$ cat config.mk
export PLATFORM = sky130hd
export DESIGN_NAME = ucel_core
export DESIGN_NICKNAME = d
export VERILOG_FILES = /design/src/hw/ucel_pkg.sv /design/src/hw/ucel_buf_if.sv /design/src/hw/ucel_core.sv /design/src/hw/ucel_pair_buf.sv
export VERILOG_INCLUDE_DIRS = /design/src /design/src/hw
export SDC_FILE = /design/constraint.sdc
export NUM_CORES = 1
export LEC_CHECK = 0
export ABC_AREA = 1
export BUFFER_PORTS_ARGS = -buffer_cell sky130_fd_sc_hd__buf_4
export CAP_MARGIN = 10
export CORE_ASPECT_RATIO = 1.4
export CORE_MARGIN = 3
export CORE_UTILIZATION = 30
export CTS_CLUSTER_DIAMETER = 50
export CTS_CLUSTER_SIZE = 24
export DETAILED_ROUTE_END_ITERATION = 8
export HOLD_SLACK_MARGIN = 0.03
export PLACE_DENSITY_LB_ADDON = 0.12
export SETUP_SLACK_MARGIN = 0.1
export SLEW_MARGIN = 20
export SYNTH_ARGS = -nofsm -noshare
export SYNTH_HDL_FRONTEND = slang
export SYNTH_HIERARCHICAL = 1
export SYNTH_SLANG_ARGS = --single-unit
$ cat constraint.sdc
create_clock -name clock -period 3.1 [get_ports clock]
set_clock_uncertainty 0.15 [all_clocks]
set_input_delay 0.155 -clock clock [delete_from_list [all_inputs] [get_ports clock]]
set_output_delay 0.155 -clock clock [all_outputs]
set_load 0.01 [all_outputs]
$ cat src/hw/ucel_params.svh
// Purpose: constants for the serial control and enable logic
// Assumes: 32-bit register words, byte addresses
// Notes:   offsets are byte addresses
`ifndef UCEL_PARAMS_SVH
`define UCEL_PARAMS_SVH

`define UCEL_OFF_CTRL_FIRST  8'h00
`define UCEL_OFF_CTRL_SECOND 8'h04
`define UCEL_OFF_IRQ_EN      8'h14
`define UCEL_OFF_STATUS      8'h18
`define UCEL_OFF_SYNC        8'h1c
`define UCEL_OFF_DATA        8'h28

`define UCEL_RST_WORD        32'h0000_0000

// control_first fields
`define UCEL_A_SOFT_RESET    0
`define UCEL_A_ENABLE        1
`define UCEL_A_MODE_LO       2
`define UCEL_A_MODE_HI       4
`define UCEL_A_KEEP_RUN      7
`define UCEL_A_FRAME_FORMAT_LO       24
`define UCEL_A_FRAME_FORMAT_HI       27

// control_second fields
`define UCEL_B_WIDTH_LO      0
`define UCEL_B_WIDTH_HI      2
`define UCEL_B_STOP_BITS     6
`define UCEL_B_COLL_EN       8
`define UCEL_B_START_WAKE    9
`define UCEL_B_LINE_ENC      10
`define UCEL_B_PARITY_SENSE  13
`define UCEL_B_TX_ON         16
`define UCEL_B_RX_ON         17

// irq enable, status and sync-pending bits
`define UCEL_IE_TXC          1
`define UCEL_IE_RXC          2
`define UCEL_IE_RXS          3
`define UCEL_ST_PARITY       0
`define UCEL_ST_FRAME        1
`define UCEL_ST_OVERFLOW     2
`define UCEL_ST_COLLISION    5
`define UCEL_SY_SOFT_RESET   0
`define UCEL_SY_ENABLE       1
`define UCEL_SY_CTRL_SECOND  2

// codes
`define UCEL_MODE_EXT_CLK    3'h0
`define UCEL_MODE_INT_CLK    3'h1
`define UCEL_FRAME_FORMAT_PARITY     4'h1
`define UCEL_FRAME_FORMAT_AUTO_PAR   4'h5
`define UCEL_CHW_8           3'h0
`define UCEL_CHW_9           3'h1
`define UCEL_CHW_5           3'h5
`define UCEL_CHW_6           3'h6
`define UCEL_CHW_7           3'h7

// timing
`define UCEL_SYNC_CYCLES     4'h3
`define UCEL_BAUD_DIV        16

`endif

$ cat src/hw/ucel_pkg.sv
// Purpose: types of the serial control and enable logic
// Assumes: nothing beyond the parameter header
// Notes:   state enums carry no codes
package ucel_pkg;
    typedef enum logic [2:0] {TX_IDLE, TX_START, TX_DATA, TX_PARITY, TX_STOP} ucel_tx_state_type;
    typedef enum logic [2:0] {RX_IDLE, RX_START, RX_DATA, RX_PARITY, RX_STOP} ucel_rx_state_type;
endpackage : ucel_pkg
$ cat src/hw/ucel_buf_if.sv
// Purpose: valid/ready word carrier between the core and its buffer
// Assumes: one clock
// Notes:   fill side pushes, drain side pops
`timescale 1ns/1ps
`default_nettype none
interface ucel_buf_if #(parameter int W = 9);
    logic         valid;
    logic         ready;
    logic [W-1:0] data;
    modport src (output valid, output data, input ready);
    modport dst (input valid, input data, output ready);
endinterface : ucel_buf_if
`default_nettype wire

$ cat src/hw/ucel_core.sv
// Purpose: control, enable and frame engine of a serial port
// Assumes: APB slave, pins and clock pin from outside the clock domain
// Notes:   transmit words pass a two-entry buffer; full stalls pready
`timescale 1ns/1ps
`default_nettype none
`include "ucel_params.svh"

// What this block does
// - external clock, no standby run: drop reception
// - internal clock, no standby run: stop clock
// - standby run: keep clock, wider wake sources
// - mode field selects external or internal clock
// - enable reads back, busy until done
// - soft reset clears registers, disables port
// - soft reset beats other written fields
// - during reset: write errors, reads reset
// - reset bit and busy clear together
// - receiver off flushes buffer, clears errors except collision
// - receiver on while disabled: immediate
// - receiver on while enabled: busy until running
// - transmitter off only after drain
// - transmitter on: immediate or busy handshake
// - transmitter appends even or odd parity
// - receiver checks parity, flags mismatch
// - encoding bit selects plain or pulse line
// - start-bit wake off when bit clear
// - start wake via enabled start/complete events
// - collision check when enable bit set, plain line only
// - one or two stop bits
// - character width 5 to 9 bits
// - parity only for parity frame formats
module ucel_core
    import ucel_pkg::*;
#(
    parameter int BAUD_DIV = `UCEL_BAUD_DIV
) (
    input  wire logic        clock,
    input  wire logic        rst_b,
    input  wire logic        psel,
    input  wire logic        penable,
    input  wire logic        pwrite,
    input  wire logic [7:0]  paddr,
    input  wire logic [31:0] pwdata,
    output var  logic [31:0] prdata,
    output var  logic        pready,
    output var  logic        pslverr,
    input  wire logic        rxd,
    input  wire logic        xck,
    output var  logic        txd,
    input  wire logic        standby,
    output var  logic        gclk_request,
    output var  logic        wake_request
);
    localparam int DW = $clog2(BAUD_DIV) + 1;
    localparam logic [DW-1:0] DIV_LAST = DW'(BAUD_DIV - 1);
    localparam logic [DW-1:0] DIV_HALF = DW'(BAUD_DIV / 2);
    localparam logic [DW-1:0] DIV_QTR  = DW'(BAUD_DIV / 4);

    // pin synchronisers
    logic [1:0] rxd_meta_q, xck_meta_q;
    logic       rxd_s_q, xck_s_q, xck_old_q;
    always_ff @(posedge clock) begin
        rxd_meta_q <= {rxd_meta_q[0], rxd};
        xck_meta_q <= {xck_meta_q[0], xck};
        rxd_s_q    <= rxd_meta_q[1];
        xck_s_q    <= xck_meta_q[1];
        xck_old_q  <= xck_s_q;
    end
    wire xck_rise = xck_s_q & ~xck_old_q;
    wire xck_fall = ~xck_s_q & xck_old_q;

    // registers
    logic [31:0] ctrl_a_q, ctrl_b_q;
    logic [3:0]  irq_en_q;
    logic [7:0]  status_q;
    logic        sy_rst_q, sy_en_q, sy_cb_q;
    logic [3:0]  sync_cnt_q;
    logic        enabled_q, tx_live_q;
    logic [31:0] prdata_q;

    wire       soft_reset_request = ctrl_a_q[`UCEL_A_SOFT_RESET];
    wire [2:0] mode               = ctrl_a_q[`UCEL_A_MODE_HI:`UCEL_A_MODE_LO];
    wire       keep_running_in_sleep = ctrl_a_q[`UCEL_A_KEEP_RUN];
    wire [3:0] frame_format       = ctrl_a_q[`UCEL_A_FRAME_FORMAT_HI:`UCEL_A_FRAME_FORMAT_LO];
    wire [2:0] character_width    = ctrl_b_q[`UCEL_B_WIDTH_HI:`UCEL_B_WIDTH_LO];
    wire       stop_bit_count     = ctrl_b_q[`UCEL_B_STOP_BITS];
    wire       collision_check_enable = ctrl_b_q[`UCEL_B_COLL_EN];
    wire       start_bit_wake_enable  = ctrl_b_q[`UCEL_B_START_WAKE];
    wire       line_encoding_select   = ctrl_b_q[`UCEL_B_LINE_ENC];
    wire       parity_sense       = ctrl_b_q[`UCEL_B_PARITY_SENSE];
    wire       transmitter_on     = ctrl_b_q[`UCEL_B_TX_ON];
    wire       receiver_on        = ctrl_b_q[`UCEL_B_RX_ON];

    function automatic logic [3:0] width_of(input logic [2:0] code);
        unique case (code)
            `UCEL_CHW_9: width_of = 4'h9;
            `UCEL_CHW_5: width_of = 4'h5;
            `UCEL_CHW_6: width_of = 4'h6;
            `UCEL_CHW_7: width_of = 4'h7;
            default:     width_of = 4'h8;
        endcase
    endfunction : width_of

    wire [3:0] nbits      = width_of(character_width);
    wire       parity_on  = (frame_format == `UCEL_FRAME_FORMAT_PARITY) |
                            (frame_format == `UCEL_FRAME_FORMAT_AUTO_PAR);
    wire       int_clk    = (mode == `UCEL_MODE_INT_CLK);
    wire       ext_clk    = (mode == `UCEL_MODE_EXT_CLK);

    // bus decode
    wire setup    = psel & ~penable;
    wire access   = psel & penable;
    wire hit_a    = (paddr == `UCEL_OFF_CTRL_FIRST);
    wire hit_b    = (paddr == `UCEL_OFF_CTRL_SECOND);
    wire hit_ie   = (paddr == `UCEL_OFF_IRQ_EN);
    wire hit_st   = (paddr == `UCEL_OFF_STATUS);
    wire hit_sy   = (paddr == `UCEL_OFF_SYNC);
    wire hit_dat  = (paddr == `UCEL_OFF_DATA);
    wire mapped   = hit_a | hit_b | hit_ie | hit_st | hit_sy | hit_dat;

    ucel_buf_if #(.W(9)) tx_in ();
    ucel_buf_if #(.W(9)) tx_out ();

    wire wr_err   = access & pwrite & (soft_reset_request | ~mapped);
    wire data_stall = access & pwrite & hit_dat & ~tx_in.ready & ~wr_err;
    assign pready  = ~data_stall;
    assign pslverr = access & (wr_err | (~pwrite & ~mapped));
    wire wr_ok    = access & pwrite & ~wr_err & ~data_stall;
    wire wr_a     = wr_ok & hit_a;
    wire wr_b     = wr_ok & hit_b;
    wire rd_dat   = access & ~pwrite & hit_dat & ~soft_reset_request;
    wire start_rst = wr_a & pwdata[`UCEL_A_SOFT_RESET];
    wire sync_done = (sync_cnt_q == 4'h1);

    // transmit/receive engine state
    ucel_tx_state_type tx_st_q;
    ucel_rx_state_type rx_st_q;
    logic       tx_idle;
    logic       rx_idle;
    assign tx_idle = (tx_st_q == TX_IDLE);
    assign rx_idle = (rx_st_q == RX_IDLE);

    // standby gating
    wire busy_xfer  = ~tx_idle | ~rx_idle;
    wire clk_halted = standby & ~keep_running_in_sleep & ~busy_xfer;
    assign gclk_request = ~(standby & ~keep_running_in_sleep & int_clk & ~busy_xfer);
    wire rx_dropped = clk_halted & ext_clk;

    wire rx_live = enabled_q & receiver_on & ~sy_cb_q & ~rx_dropped;
    wire tx_off_req = ~transmitter_on | ~enabled_q;

    // control_first / control_second / sync flags
    always_ff @(posedge clock) begin
        if (!rst_b || start_rst) begin
            ctrl_a_q  <= `UCEL_RST_WORD;
            ctrl_b_q  <= `UCEL_RST_WORD;
            irq_en_q  <= '0;
            enabled_q <= 1'b0;
            sy_en_q   <= 1'b0;
            sy_cb_q   <= 1'b0;
            if (!rst_b) begin
                sy_rst_q   <= 1'b0;
                sync_cnt_q <= '0;
            end else begin
                ctrl_a_q[`UCEL_A_SOFT_RESET] <= 1'b1;
                sy_rst_q   <= 1'b1;
                sync_cnt_q <= `UCEL_SYNC_CYCLES;
            end
        end else begin
            if (sync_cnt_q != '0) sync_cnt_q <= sync_cnt_q - 4'h1;
            if (sync_done) begin
                ctrl_a_q[`UCEL_A_SOFT_RESET] <= 1'b0;
                sy_rst_q <= 1'b0;
                sy_en_q  <= 1'b0;
                sy_cb_q  <= 1'b0;
                enabled_q <= ctrl_a_q[`UCEL_A_ENABLE];
            end
            if (wr_a) begin
                ctrl_a_q[`UCEL_A_ENABLE] <= pwdata[`UCEL_A_ENABLE];
                if (!enabled_q && !ctrl_a_q[`UCEL_A_ENABLE]) begin
                    ctrl_a_q[31:2] <= pwdata[31:2];
                end
                if (pwdata[`UCEL_A_ENABLE] != ctrl_a_q[`UCEL_A_ENABLE]) begin
                    sy_en_q    <= 1'b1;
                    sync_cnt_q <= `UCEL_SYNC_CYCLES;
                end
            end
            if (wr_b) begin
                ctrl_b_q[`UCEL_B_RX_ON] <= pwdata[`UCEL_B_RX_ON];
                ctrl_b_q[`UCEL_B_TX_ON] <= pwdata[`UCEL_B_TX_ON];
                if (!enabled_q && !ctrl_a_q[`UCEL_A_ENABLE]) begin
                    ctrl_b_q[15:0] <= pwdata[15:0];
                end else if ((pwdata[`UCEL_B_RX_ON] & ~receiver_on) |
                             (pwdata[`UCEL_B_TX_ON] & ~transmitter_on)) begin
                    sy_cb_q    <= 1'b1;
                    sync_cnt_q <= `UCEL_SYNC_CYCLES;
                end
            end
            if (wr_ok && hit_ie) irq_en_q <= pwdata[3:0];
        end
    end

    // transmitter runs once synced, stops only when drained
    always_ff @(posedge clock) begin
        if (!rst_b || start_rst) begin
            tx_live_q <= 1'b0;
        end else if (enabled_q && transmitter_on && !sy_cb_q) begin
            tx_live_q <= 1'b1;
        end else if (tx_off_req && tx_idle && !tx_out.valid) begin
            tx_live_q <= 1'b0;
        end
    end

    // read data latched in setup phase
    wire [31:0] sync_word = {29'h0, sy_cb_q, sy_en_q, sy_rst_q};
    logic [8:0] rx_data_q;
    logic       rx_valid_q;
    wire [31:0] rd_mux =
        hit_a  ? ctrl_a_q :
        hit_b  ? ctrl_b_q :
        hit_ie ? {28'h0, irq_en_q} :
        hit_st ? {24'h0, status_q} :
        hit_sy ? sync_word :
        hit_dat ? {23'h0, rx_data_q} : `UCEL_RST_WORD;
    always_ff @(posedge clock) begin
        if (!rst_b) begin
            prdata_q <= `UCEL_RST_WORD;
        end else if (setup && !pwrite) begin
            prdata_q <= rd_mux;
        end
    end
    assign prdata = prdata_q;

    // transmit buffer
    assign tx_in.valid = wr_ok & hit_dat;
    assign tx_in.data  = pwdata[8:0];
    ucel_pair_buf #(.W(9), .DEPTH(2)) u_txbuf (
        .clock (clock),
        .rst_b (rst_b),
        .flush (start_rst),
        .in_p  (tx_in),
        .out_p (tx_out)
    );

    // bit timing
    logic [DW-1:0] div_q, rx_div_q;
    always_ff @(posedge clock) begin
        if (!rst_b || div_q == DIV_LAST) div_q <= '0;
        else                             div_q <= div_q + 1'b1;
    end
    wire tx_tick = ~clk_halted & (int_clk ? (div_q == DIV_LAST) : xck_rise);

    // transmitter
    logic [8:0] tx_sh_q;
    logic [3:0] tx_cnt_q;
    logic       tx_par_q, tx_bit_q, coll_ev;
    assign tx_out.ready = tx_live_q & tx_idle & tx_tick;
    wire coll_seen = collision_check_enable & ~line_encoding_select & ~tx_idle &
                     tx_tick & (rxd_s_q != tx_bit_q);
    assign coll_ev = coll_seen;
    wire tx_done_ev = tx_tick & (tx_st_q == TX_STOP) & (tx_cnt_q == 4'h0);
    always_ff @(posedge clock) begin
        if (!rst_b || start_rst || coll_seen) begin
            tx_st_q  <= TX_IDLE;
            tx_bit_q <= 1'b1;
            tx_cnt_q <= '0;
            tx_sh_q  <= '0;
            tx_par_q <= 1'b0;
        end else if (tx_tick) begin
            unique case (tx_st_q)
                TX_IDLE: begin
                    tx_bit_q <= 1'b1;
                    if (tx_out.valid && tx_live_q) begin
                        tx_sh_q  <= tx_out.data;
                        tx_par_q <= parity_sense;
                        tx_st_q  <= TX_START;
                        tx_bit_q <= 1'b0;
                    end
                end
                TX_START: begin
                    tx_bit_q <= tx_sh_q[0];
                    tx_par_q <= tx_par_q ^ tx_sh_q[0];
                    tx_sh_q  <= {1'b0, tx_sh_q[8:1]};
                    tx_cnt_q <= nbits - 4'h1;
                    tx_st_q  <= TX_DATA;
                end
                TX_DATA: begin
                    if (tx_cnt_q == 4'h0) begin
                        tx_bit_q <= parity_on ? tx_par_q : 1'b1;
                        tx_st_q  <= parity_on ? TX_PARITY : TX_STOP;
                        tx_cnt_q <= {3'h0, stop_bit_count} ;
                    end else begin
                        tx_bit_q <= tx_sh_q[0];
                        tx_par_q <= tx_par_q ^ tx_sh_q[0];
                        tx_sh_q  <= {1'b0, tx_sh_q[8:1]};
                        tx_cnt_q <= tx_cnt_q - 4'h1;
                    end
                end
                TX_PARITY: begin
                    tx_bit_q <= 1'b1;
                    tx_st_q  <= TX_STOP;
                end
                TX_STOP: begin
                    if (tx_cnt_q == 4'h0) tx_st_q <= TX_IDLE;
                    else                  tx_cnt_q <= tx_cnt_q - 4'h1;
                end
            endcase
        end
    end
    // pulse line: zero bits become a short low pulse
    wire irda_low = ~tx_bit_q & (div_q < DIV_QTR);
    always_ff @(posedge clock) begin
        if (!rst_b) txd <= 1'b1;
        else        txd <= line_encoding_select ? ~irda_low : tx_bit_q;
    end

    // receiver
    logic [8:0] rx_sh_q;
    logic [3:0] rx_cnt_q;
    logic       rx_par_q, rx_low_q, rx_old_q;
    wire rx_fall  = rx_old_q & ~rxd_s_q;
    wire rx_samp  = int_clk ? (rx_div_q == '0) : xck_fall;
    wire rx_bit   = line_encoding_select ? ~(rx_low_q | ~rxd_s_q) : rxd_s_q;
    wire rx_start_ev = rx_live & rx_idle & rx_fall;
    wire rx_end   = rx_samp & (rx_st_q == RX_STOP);
    wire rx_done_ev = rx_end & rx_bit;
    wire rx_flush = wr_b & ~pwdata[`UCEL_B_RX_ON];
    always_ff @(posedge clock) begin
        if (!rst_b) rx_old_q <= 1'b1;
        else        rx_old_q <= rxd_s_q;
    end
    always_ff @(posedge clock) begin
        if (!rst_b || !rx_live || start_rst) begin
            rx_st_q  <= RX_IDLE;
            rx_div_q <= '0;
            rx_cnt_q <= '0;
            rx_sh_q  <= '0;
            rx_par_q <= 1'b0;
            rx_low_q <= 1'b0;
        end else begin
            rx_div_q <= (rx_div_q == '0) ? DIV_LAST : rx_div_q - 1'b1;
            rx_low_q <= rx_samp ? 1'b0 : (rx_low_q | ~rxd_s_q);
            unique case (rx_st_q)
                RX_IDLE: if (rx_fall) begin
                    rx_div_q <= DIV_HALF;
                    rx_st_q  <= RX_START;
                    rx_par_q <= parity_sense;
                    rx_cnt_q <= nbits;
                end
                RX_START: if (rx_samp) rx_st_q <= rx_bit ? RX_IDLE : RX_DATA;
                RX_DATA: if (rx_samp) begin
                    rx_sh_q  <= {rx_bit, rx_sh_q[8:1]};
                    rx_par_q <= rx_par_q ^ rx_bit;
                    rx_cnt_q <= rx_cnt_q - 4'h1;
                    if (rx_cnt_q == 4'h1) rx_st_q <= parity_on ? RX_PARITY : RX_STOP;
                end
                RX_PARITY: if (rx_samp) begin
                    rx_par_q <= rx_par_q ^ rx_bit;
                    rx_st_q  <= RX_STOP;
                end
                RX_STOP: if (rx_samp) rx_st_q <= RX_IDLE;
            endcase
        end
    end
    wire [8:0] rx_word = rx_sh_q >> (4'h9 - nbits);
    wire parity_error_flag_ev = rx_end & parity_on & rx_par_q;
    wire frame_error_flag_ev = rx_end & ~rx_bit;
    wire ovf_ev  = rx_end & rx_valid_q & ~rd_dat;
    always_ff @(posedge clock) begin
        if (!rst_b || start_rst || rx_flush) begin
            rx_valid_q <= 1'b0;
            rx_data_q  <= '0;
        end else if (rx_end) begin
            rx_valid_q <= 1'b1;
            rx_data_q  <= rx_word;
        end else if (rd_dat) begin
            rx_valid_q <= 1'b0;
        end
    end

    // status flags: write one clears, a new event wins
    wire [7:0] st_set = {2'b0, coll_ev, 2'b0, ovf_ev, frame_error_flag_ev, parity_error_flag_ev};
    wire [7:0] st_clr = (wr_ok & hit_st) ? pwdata[7:0] : 8'h00;
    always_ff @(posedge clock) begin
        if (!rst_b || start_rst) begin
            status_q <= '0;
        end else if (rx_flush) begin
            status_q <= (status_q & ~st_clr & 8'h20) | st_set;
        end else begin
            status_q <= (status_q & ~st_clr) | st_set;
        end
    end

    // wake sources
    wire rxs_w = start_bit_wake_enable & irq_en_q[`UCEL_IE_RXS] & rx_start_ev;
    wire rxc_w = irq_en_q[`UCEL_IE_RXC] & rx_done_ev;
    wire txc_w = irq_en_q[`UCEL_IE_TXC] & tx_done_ev;
    wire wake_d = standby & (
        (int_clk & ~keep_running_in_sleep & (rxs_w | txc_w)) |
        (int_clk &  keep_running_in_sleep & (rxs_w | rxc_w | txc_w)) |
        (ext_clk &  keep_running_in_sleep & (rxs_w | rxc_w)));
    always_ff @(posedge clock) begin
        if (!rst_b) wake_request <= 1'b0;
        else        wake_request <= wake_d;
    end
endmodule : ucel_core
`default_nettype wire

$ cat src/hw/ucel_pair_buf.sv
// Purpose: small word buffer with valid/ready on both sides
// Assumes: DEPTH of at least two, power of two
// Notes:   flush empties it in one cycle
`timescale 1ns/1ps
`default_nettype none
module ucel_pair_buf #(
    parameter int W     = 9,
    parameter int DEPTH = 2
) (
    input  wire logic clock,
    input  wire logic rst_b,
    input  wire logic flush,
    ucel_buf_if.dst   in_p,
    ucel_buf_if.src   out_p
);
    localparam int AW = (DEPTH > 2) ? $clog2(DEPTH) : 1;

    logic [W-1:0] mem_q [DEPTH];
    logic [AW-1:0] wr_q;
    logic [AW-1:0] rd_q;
    logic [AW:0]   cnt_q;
    wire           push = in_p.valid & in_p.ready;
    wire           pop  = out_p.valid & out_p.ready;

    assign in_p.ready  = (cnt_q != (AW+1)'(DEPTH));
    assign out_p.valid = (cnt_q != '0);
    assign out_p.data  = mem_q[rd_q];

    always_ff @(posedge clock) begin
        if (!rst_b || flush) begin
            wr_q  <= '0;
            rd_q  <= '0;
            cnt_q <= '0;
        end else begin
            if (push) wr_q <= AW'((wr_q + 1'b1) % DEPTH);
            if (pop)  rd_q <= AW'((rd_q + 1'b1) % DEPTH);
            cnt_q <= cnt_q + (AW+1)'(push) - (AW+1)'(pop);
        end
    end

    always_ff @(posedge clock) begin
        if (push) mem_q[wr_q] <= in_p.data;
    end
endmodule : ucel_pair_buf
`default_nettype wire

# Word level (Yosys, flattened, before mapping)
# Memory sizes are Yosys's and may differ from the RTL's. A register that Yosys moved wholly into a read port is not among the register bits.
# Index checks and enable logic that the tools add are counted.
# totals
regBits	173
mem_bits_rw	18
word_cells	331
n_memories	1
# op_classes
addsub	11
magnitude_cmp	1
n_eq_ne	38
shifts	1
mux	75
n_bitwise	116
n_reduce_logical	49
# mem_list
name	depth	width	rd	rd_clocked_by_memory_dff	write_ports	line	text
u_txbuf.mem_q	2	9	1	1	1	ucel_pair_buf.sv:18	logic [W-1:0] mem_q [DEPTH];
# ops
operator	n
1-bit AND	65
9-bit two-way mux	6
4-bit two-way mux	11
32-bit two-way mux	1
1-bit two-way mux	30
3-bit two-way mux	10
3-bit one-hot mux with 5 select lines	2
1-bit inverter	28
9-bit one-hot mux with 3 select lines	1
8-bit by 5-bit == test with 1-bit output (second input constant)	3
18-bit two-way mux	1
2-bit != test (second input constant)	9
1-bit bitwise OR	17
8-bit two-way mux	2
4-bit one-hot mux with 4 select lines	1
4-bit by 1-bit subtractor with 4-bit output (second input constant)	4
3-bit == test (second input constant)	5
5-bit two-way mux	3
3-bit by 1-bit == test with 1-bit output (second input constant)	4
3-bit by 2-bit == test with 1-bit output (second input constant)	4
4-bit by 1-bit == test with 1-bit output (second input constant)	3
4-bit one-hot mux with 3 select lines	1
2-bit nonzero test	6
3-bit logical NOT	3
other kinds (37)	71

# Logic depth before layout (Yosys ltp)
# logic_depth
ltp_word	19
mapped_depth	18
ltp_nobuf	18

# Modules after synthesis
# Netlist, hierarchy kept.
# modules_own_cells
module	instances	cells_per_inst	area_per_inst_um2
ucel_core	1	1183	8000.2
ucel_pair_buf	1	64	893.4

# Worst setup path before layout
# OpenSTA, ideal clock, no wires.
# synth_path
path_kind	flip-flop to flip-flop
startpoint	register div_q[0]
endpoint	register u_txbuf.cnt_q[1]
setup_time_ns	0.113
t_arrival_ns	1.976
required_time_ns	2.837
setup_slack_ns	0.862
path_stages_with_launch	18
n_path_buf	0
period_less_slack_ns	2.238
cell_sequence	dfxtp_1 -> ha_1 -> nand2_1 -> nor2_1 -> ha_1 -> inv_1 -> o21ai_0 -> nand2_1 -> nor2_1 -> inv_1 -> nor2_2 -> nand2_2 -> nand2_1 -> ha_1 -> xnor2_1 -> nand2_1 -> nand2_1 -> nor2_1
# synth_between
elab_chain_len	6
# synth_lines
element	line	text
start, declared	ucel_core.sv:246	logic [DW-1:0] div_q, rx_div_q;
start signal, assigned	ucel_core.sv:249	else div_q <= div_q + 1'b1;
5-bit by 4-bit == test with 1-bit output	ucel_core.sv:251	wire tx_tick = ~clk_halted & (int_clk ? (div_q == DIV_LAST) : xck_rise);
1-bit two-way mux	ucel_core.sv:251	
1-bit AND	ucel_core.sv:251	
1-bit AND	ucel_core.sv:257	assign tx_out.ready = tx_live_q & tx_idle & tx_tick;
net tx_out.ready	ucel_buf_if.sv:8	logic ready;
1-bit AND	ucel_pair_buf.sv:23	wire pop = out_p.valid & out_p.ready;
2-bit by 1-bit subtractor with 2-bit output	ucel_pair_buf.sv:37	cnt_q <= cnt_q + (AW+1)'(push) - (AW+1)'(pop);
end signal, assigned	ucel_pair_buf.sv:37	
end, declared	ucel_pair_buf.sv:21	logic [AW:0] cnt_q;
# The timed path passes the listed nets, and every way through them passes these cells.
# A chain may end at the register's enable or synchronous reset.

# Worst setup path after layout
# Ends and elaborated chain as after synthesis.

==> results list <==
- RSZ-0062 raised after global routing: false
- Die Footprint: 0.03178 sq mm
- Share of the clock period used by the worst path after layout: about 86%
- For this run, the leading register cell type out of synthesis is sky130_fd_sc_hd__dfxtp_1.
- The initial utilization of the core area, before any placement, comes to between 30% and 40%.
* Fraction of met1 tracks used by global routing: about a fifth
* Number of instances on the worst hold path: 5
- Number of cells traversed by the worst register-to-register path: 17
* Proportion of synthesized chip area in sequential cells: a little under half
- Most numerous cell in the Yosys netlist: sky130_fd_sc_hd__nand2_1
- Later-pin clock latency in the skew report: around 440 ps
* Area added between synthesis and finish: 22.85%
* Gr ovfl total: 0
- The startpoint identified for the worst register-to-register timing path is div_q[0].
- Die width: around 150 microns
- Via count of the first global-routing pass: between 8000 and 9000
- Vias after detailed routing: 7965
- Met3 Use GR: roughly 3.5%
- Category of the worst setup path capture point: flop
- At the worst endpoint, the arrival time is ~2800 ps.
- At the end of the flow, the number of nets in the layout was approximately 1400.
- The smallest clock period supported by the final layout is computed as around 2700 ps.
- The final layout contains routed wiring with a total length of ~26 mm.
- Global placer's final weighted congestion: approximately 0.8
- Register cell area after layout: ~0.0040 sq mm
- Net switching is about a quarter of the power.
* HPWL after detailed placement: a little under 20 mm
- Setup violations remaining at the end of the flow were counted as 0.
- Worst flop-to-flop path endpoint: u_txbuf/cnt_q[1]
* Endpoints failing hold: 0
* Number of fill cells: 3165
* Number of primary I/O pins: 85
* Warnings, synthesis: 6
- CTS Root Cell: sky130_fd_sc_hd__clkbuf_16
- Post-CTS Setup Bufs: 0
* Post-synthesis instance area: 0.008894 sq mm
- Dominant cells by area after synthesis: sky130_fd_sc_hd__dfxtp_1 (39%), sky130_fd_sc_hd__nand2_1 (13%), sky130_fd_sc_hd__nor2_1 (9.5%), sky130_fd_sc_hd__inv_1 (7.2%), sky130_fd_sc_hd__edfxtp_1 (6.4%)
- Number of synthesized register bits: about 190
* Layout Cells excl Fill: about 1800
- Power comes to about 5.3 mW.
- Number of detailed-route iterations in the first pass: 4
- Avg WL per Cell: roughly 15 microns
* Via count normalized by instance count: ~4.5
- Worst EP required: 3290 ps
- Synthesized netlist net count: between 1000 and 1500
* Cell Rows: 74
- Maximum number of pins on one net before global-route repair: 54
- Cell type contributing the most total cell area after synthesis: sky130_fd_sc_hd__dfxtp_1
* Core area: 0.02917 sq mm
- Global router's overall resource usage: between 15 and 20%
- The run finished with clean final reports.
- Top-area cell type share of the netlist area: about 39%
- Slack of the worst reg-to-reg path: approximately 450 ps
- In the synthesized netlist, the cells that appear most often are sky130_fd_sc_hd__nand2_1 (299), sky130_fd_sc_hd__nor2_1 (225), sky130_fd_sc_hd__dfxtp_1 (172).
- Sequential share of power: approximately half
* Number of nets still failing antenna checks after routing: 0
- Headroom to the max-slew limit came out at a little over half.
- Count of flip-flops with a built-in enable after synthesis: 19
- The first routing iteration left 289 violations.
- Measured along the y axis, the die boundary spans 209.7 microns.
- Clock-pin slew on the worst setup and hold paths: 70 ps
- For this run, global-route usage on met2 was measured as between 30% and 40%.
- Placed cell count: about 1700
* Class of the most critical setup path: flop to flop
- Synthesis instantiated 45 different standard cells from the library.
* Post-synth ARST share: 0%
* Slew @ Worst Pin: 713.0 ps
- Synthesis handed over a netlist of about 1200 instances.
* Internal power consumption: 4.064 mW
- Critical path capture point: u_txbuf/cnt_q[1]
* Multi-input logic area: between 0.004 and 0.005 sq mm
- Max rail drop VDD: 369.4 uV
* CTS tree: done
* DRC violation count after routing: 0
- In the final timing run, aggregate negative setup slack is 0 ps.
- The worst setup path is launched from a flop.
- The first global-routing pass estimated 42.27 mm of wire.
* Crit. Startpoint: div_q[0]
- Part of the power in the clock network: between 40% and 50%
- Across the run, the number of max-cap violations was 0.
- In this run the most used layer during global routing was met2.
* Antenna violations before repair: 0
- A synthesized cell averages between 7 and 8 sq um.
* TritonCTS buffer count: 17
* Worst-path fanout max: 6
* Antenna cell count: 0
- Clock buffer depth: 2
- Count of pins over their slew limit: 0
- Input and output buffers added on the ports amount to 84.
- Number of H-tree levels: 4
* Reported leakage power: about 4.9 nW
- Top achievable clock speed: 377.2 MHz
- Class of the worst hold path: primary input to flop
* Fraction of layout cells with a size suffix above 1: ~12%
* Power dissipated by switching net loads: about 1.3 mW
- Counting every sink on the clock net gives around 190.
* Ratio of total power to cell area: about 490 mW/mm^2
- Gate power share: under 10%
[per-stage QoR]
step	utilization (%)	setup slack, ps	hold WS [ps]	cell area [sq um]
3_3_place_gp	34.17	505.6	110.3	9967
6_report	37.46	449.1	83.42	10930
2_1_floorplan	-	861.7	32.72	8894
3_5_place_dp	34.17	449.3	112.4	9967
4_1_cts	37.46	446.4	74.59	10930
5_1_grt	37.46	167.5	107.5	10930
[logic make-up after synthesis]
| family | after synthesis | share of synthesized area, % |
|---|---|---|
| xor gates and xnor gates | 9 | 0.8864 |
| and+or+nand+nor | 608 | 28.10 |
| muxes | 19 | 2.265 |
| DFF | 191 | 45.13 |
| adders and majority gates | 11 | 1.548 |
| AOI/OAI and AO/OA | 191 | 12.13 |
| buffers and inverters | 218 | 9.946 |
[final cells by class]
| type | count | area share (%) |
|---|---|---|
| clock inverter | 10 | 1.225 |
| inverter | 175 | 6.012 |
| tap | 380 | 4.352 |
| sequential | 191 | 36.74 |
| clock buffer | 22 | 4.249 |
| multi-input combinational | 838 | 36.61 |
| timing repair buffer | 142 | 10.81 |
[sequential cells by signal (all words and copies together) (netlist names), 2 cells and up, named ones only]
name           cells
ctrl_a_q          31
ctrl_b_q          18
div_q              5
irq_en_q           4
prdata            32
rx_cnt_q           4
rx_data_q          9
rx_div_q           5
rx_sh_q            9
rx_st_q            3
rxd_meta_q         2
status_q           8
sync_cnt_q         4
tx_cnt_q           4
tx_sh_q            9
tx_st_q            3
u_txbuf/cnt_q      2
u_txbuf/mem_q     18
xck_meta_q         2
[critical path: stages, from the launching register on]
cell                      delay [ps]
sky130_fd_sc_hd__dfxtp_1         350
sky130_fd_sc_hd__ha_1            170
sky130_fd_sc_hd__nand2_1          60
sky130_fd_sc_hd__nor2_1          100
sky130_fd_sc_hd__ha_1            150
sky130_fd_sc_hd__inv_1            40
sky130_fd_sc_hd__o21ai_0         290
sky130_fd_sc_hd__nand2_1         270
sky130_fd_sc_hd__nor2_1          180
sky130_fd_sc_hd__inv_1            70
sky130_fd_sc_hd__nor2_2          120
sky130_fd_sc_hd__nand2_2          70
sky130_fd_sc_hd__nand2_1          70
sky130_fd_sc_hd__ha_1            150
sky130_fd_sc_hd__xnor2_1         140
sky130_fd_sc_hd__nand2_1          70
sky130_fd_sc_hd__nand2_1          50
sky130_fd_sc_hd__nor2_1           30
[power by group through the flow]
stage | Clock [mW] | Sequential, mW | Combinational, mW
4_1_cts | 2.37 | 2.58 | 0.471
2_1_floorplan | 0 | 2.64 | 0.266
6_report | 2.29 | 2.58 | 0.464
5_1_grt | 2.45 | 2.59 | 0.532
3_5_place_dp | 0 | 2.64 | 0.434
3_3_place_gp | 0 | 2.64 | 0.435
[worst min-delay path by stage]
stage	startpoint	to	slack, ps
6_report	penable	prdata[1]	80
5_1_grt	paddr[4]	prdata[8]	110
4_1_cts	penable	prdata[1]	70
3_5_place_dp	xck	xck_meta_q[0]	110
3_3_place_gp	xck	xck_meta_q[0]	110
2_1_floorplan	rxd	rxd_meta_q[0]	30
[per-layer routing]
| layer | wire length, microns | share of wire (%) | vias up |
|---|---|---|---|
| li1 | - | - | 4173 |
| met1 | 10970 | 42 | 3648 |
| met2 | 13490 | 52 | 118 |
| met3 | 864 | 3.3 | 26 |
| met4 | 755 | 2.9 | 0 |
| met5 | 0 | 0 | - |
[cell usage in the layout (no fill, tap or decap), types with 8 or more instances in the layout]
cell / synthesis / layout
sky130_fd_sc_hd__a21oi_1: 59 / 59
sky130_fd_sc_hd__mux2i_1: 10 / 10
sky130_fd_sc_hd__o21ai_0: 88 / 88
sky130_fd_sc_hd__nand4_1: 9 / 9
sky130_fd_sc_hd__nor3_1: 11 / 10
sky130_fd_sc_hd__dlygate4sd3_1: 0 / 36
sky130_fd_sc_hd__ha_1: 11 / 11
sky130_fd_sc_hd__nor2_1: 225 / 225
sky130_fd_sc_hd__dfxtp_1: 172 / 172
sky130_fd_sc_hd__xor2_1: 8 / 8
sky130_fd_sc_hd__mux2_2: 9 / 9
sky130_fd_sc_hd__edfxtp_1: 19 / 19
sky130_fd_sc_hd__nand2_2: 8 / 8
sky130_fd_sc_hd__o211ai_1: 16 / 16
sky130_fd_sc_hd__buf_4: 1 / 104
sky130_fd_sc_hd__nand3_1: 37 / 37
sky130_fd_sc_hd__clkbuf_16: 0 / 17
sky130_fd_sc_hd__nand2_1: 299 / 299
sky130_fd_sc_hd__o221ai_1: 8 / 8
sky130_fd_sc_hd__inv_1: 170 / 170
[what timing repair did]
item	in CTS	in global routing
resized for setup	0	0
hold buffers	36	0
hold endpoints to repair	94	0
Note: power is estimated with default switching activity, not from simulation.
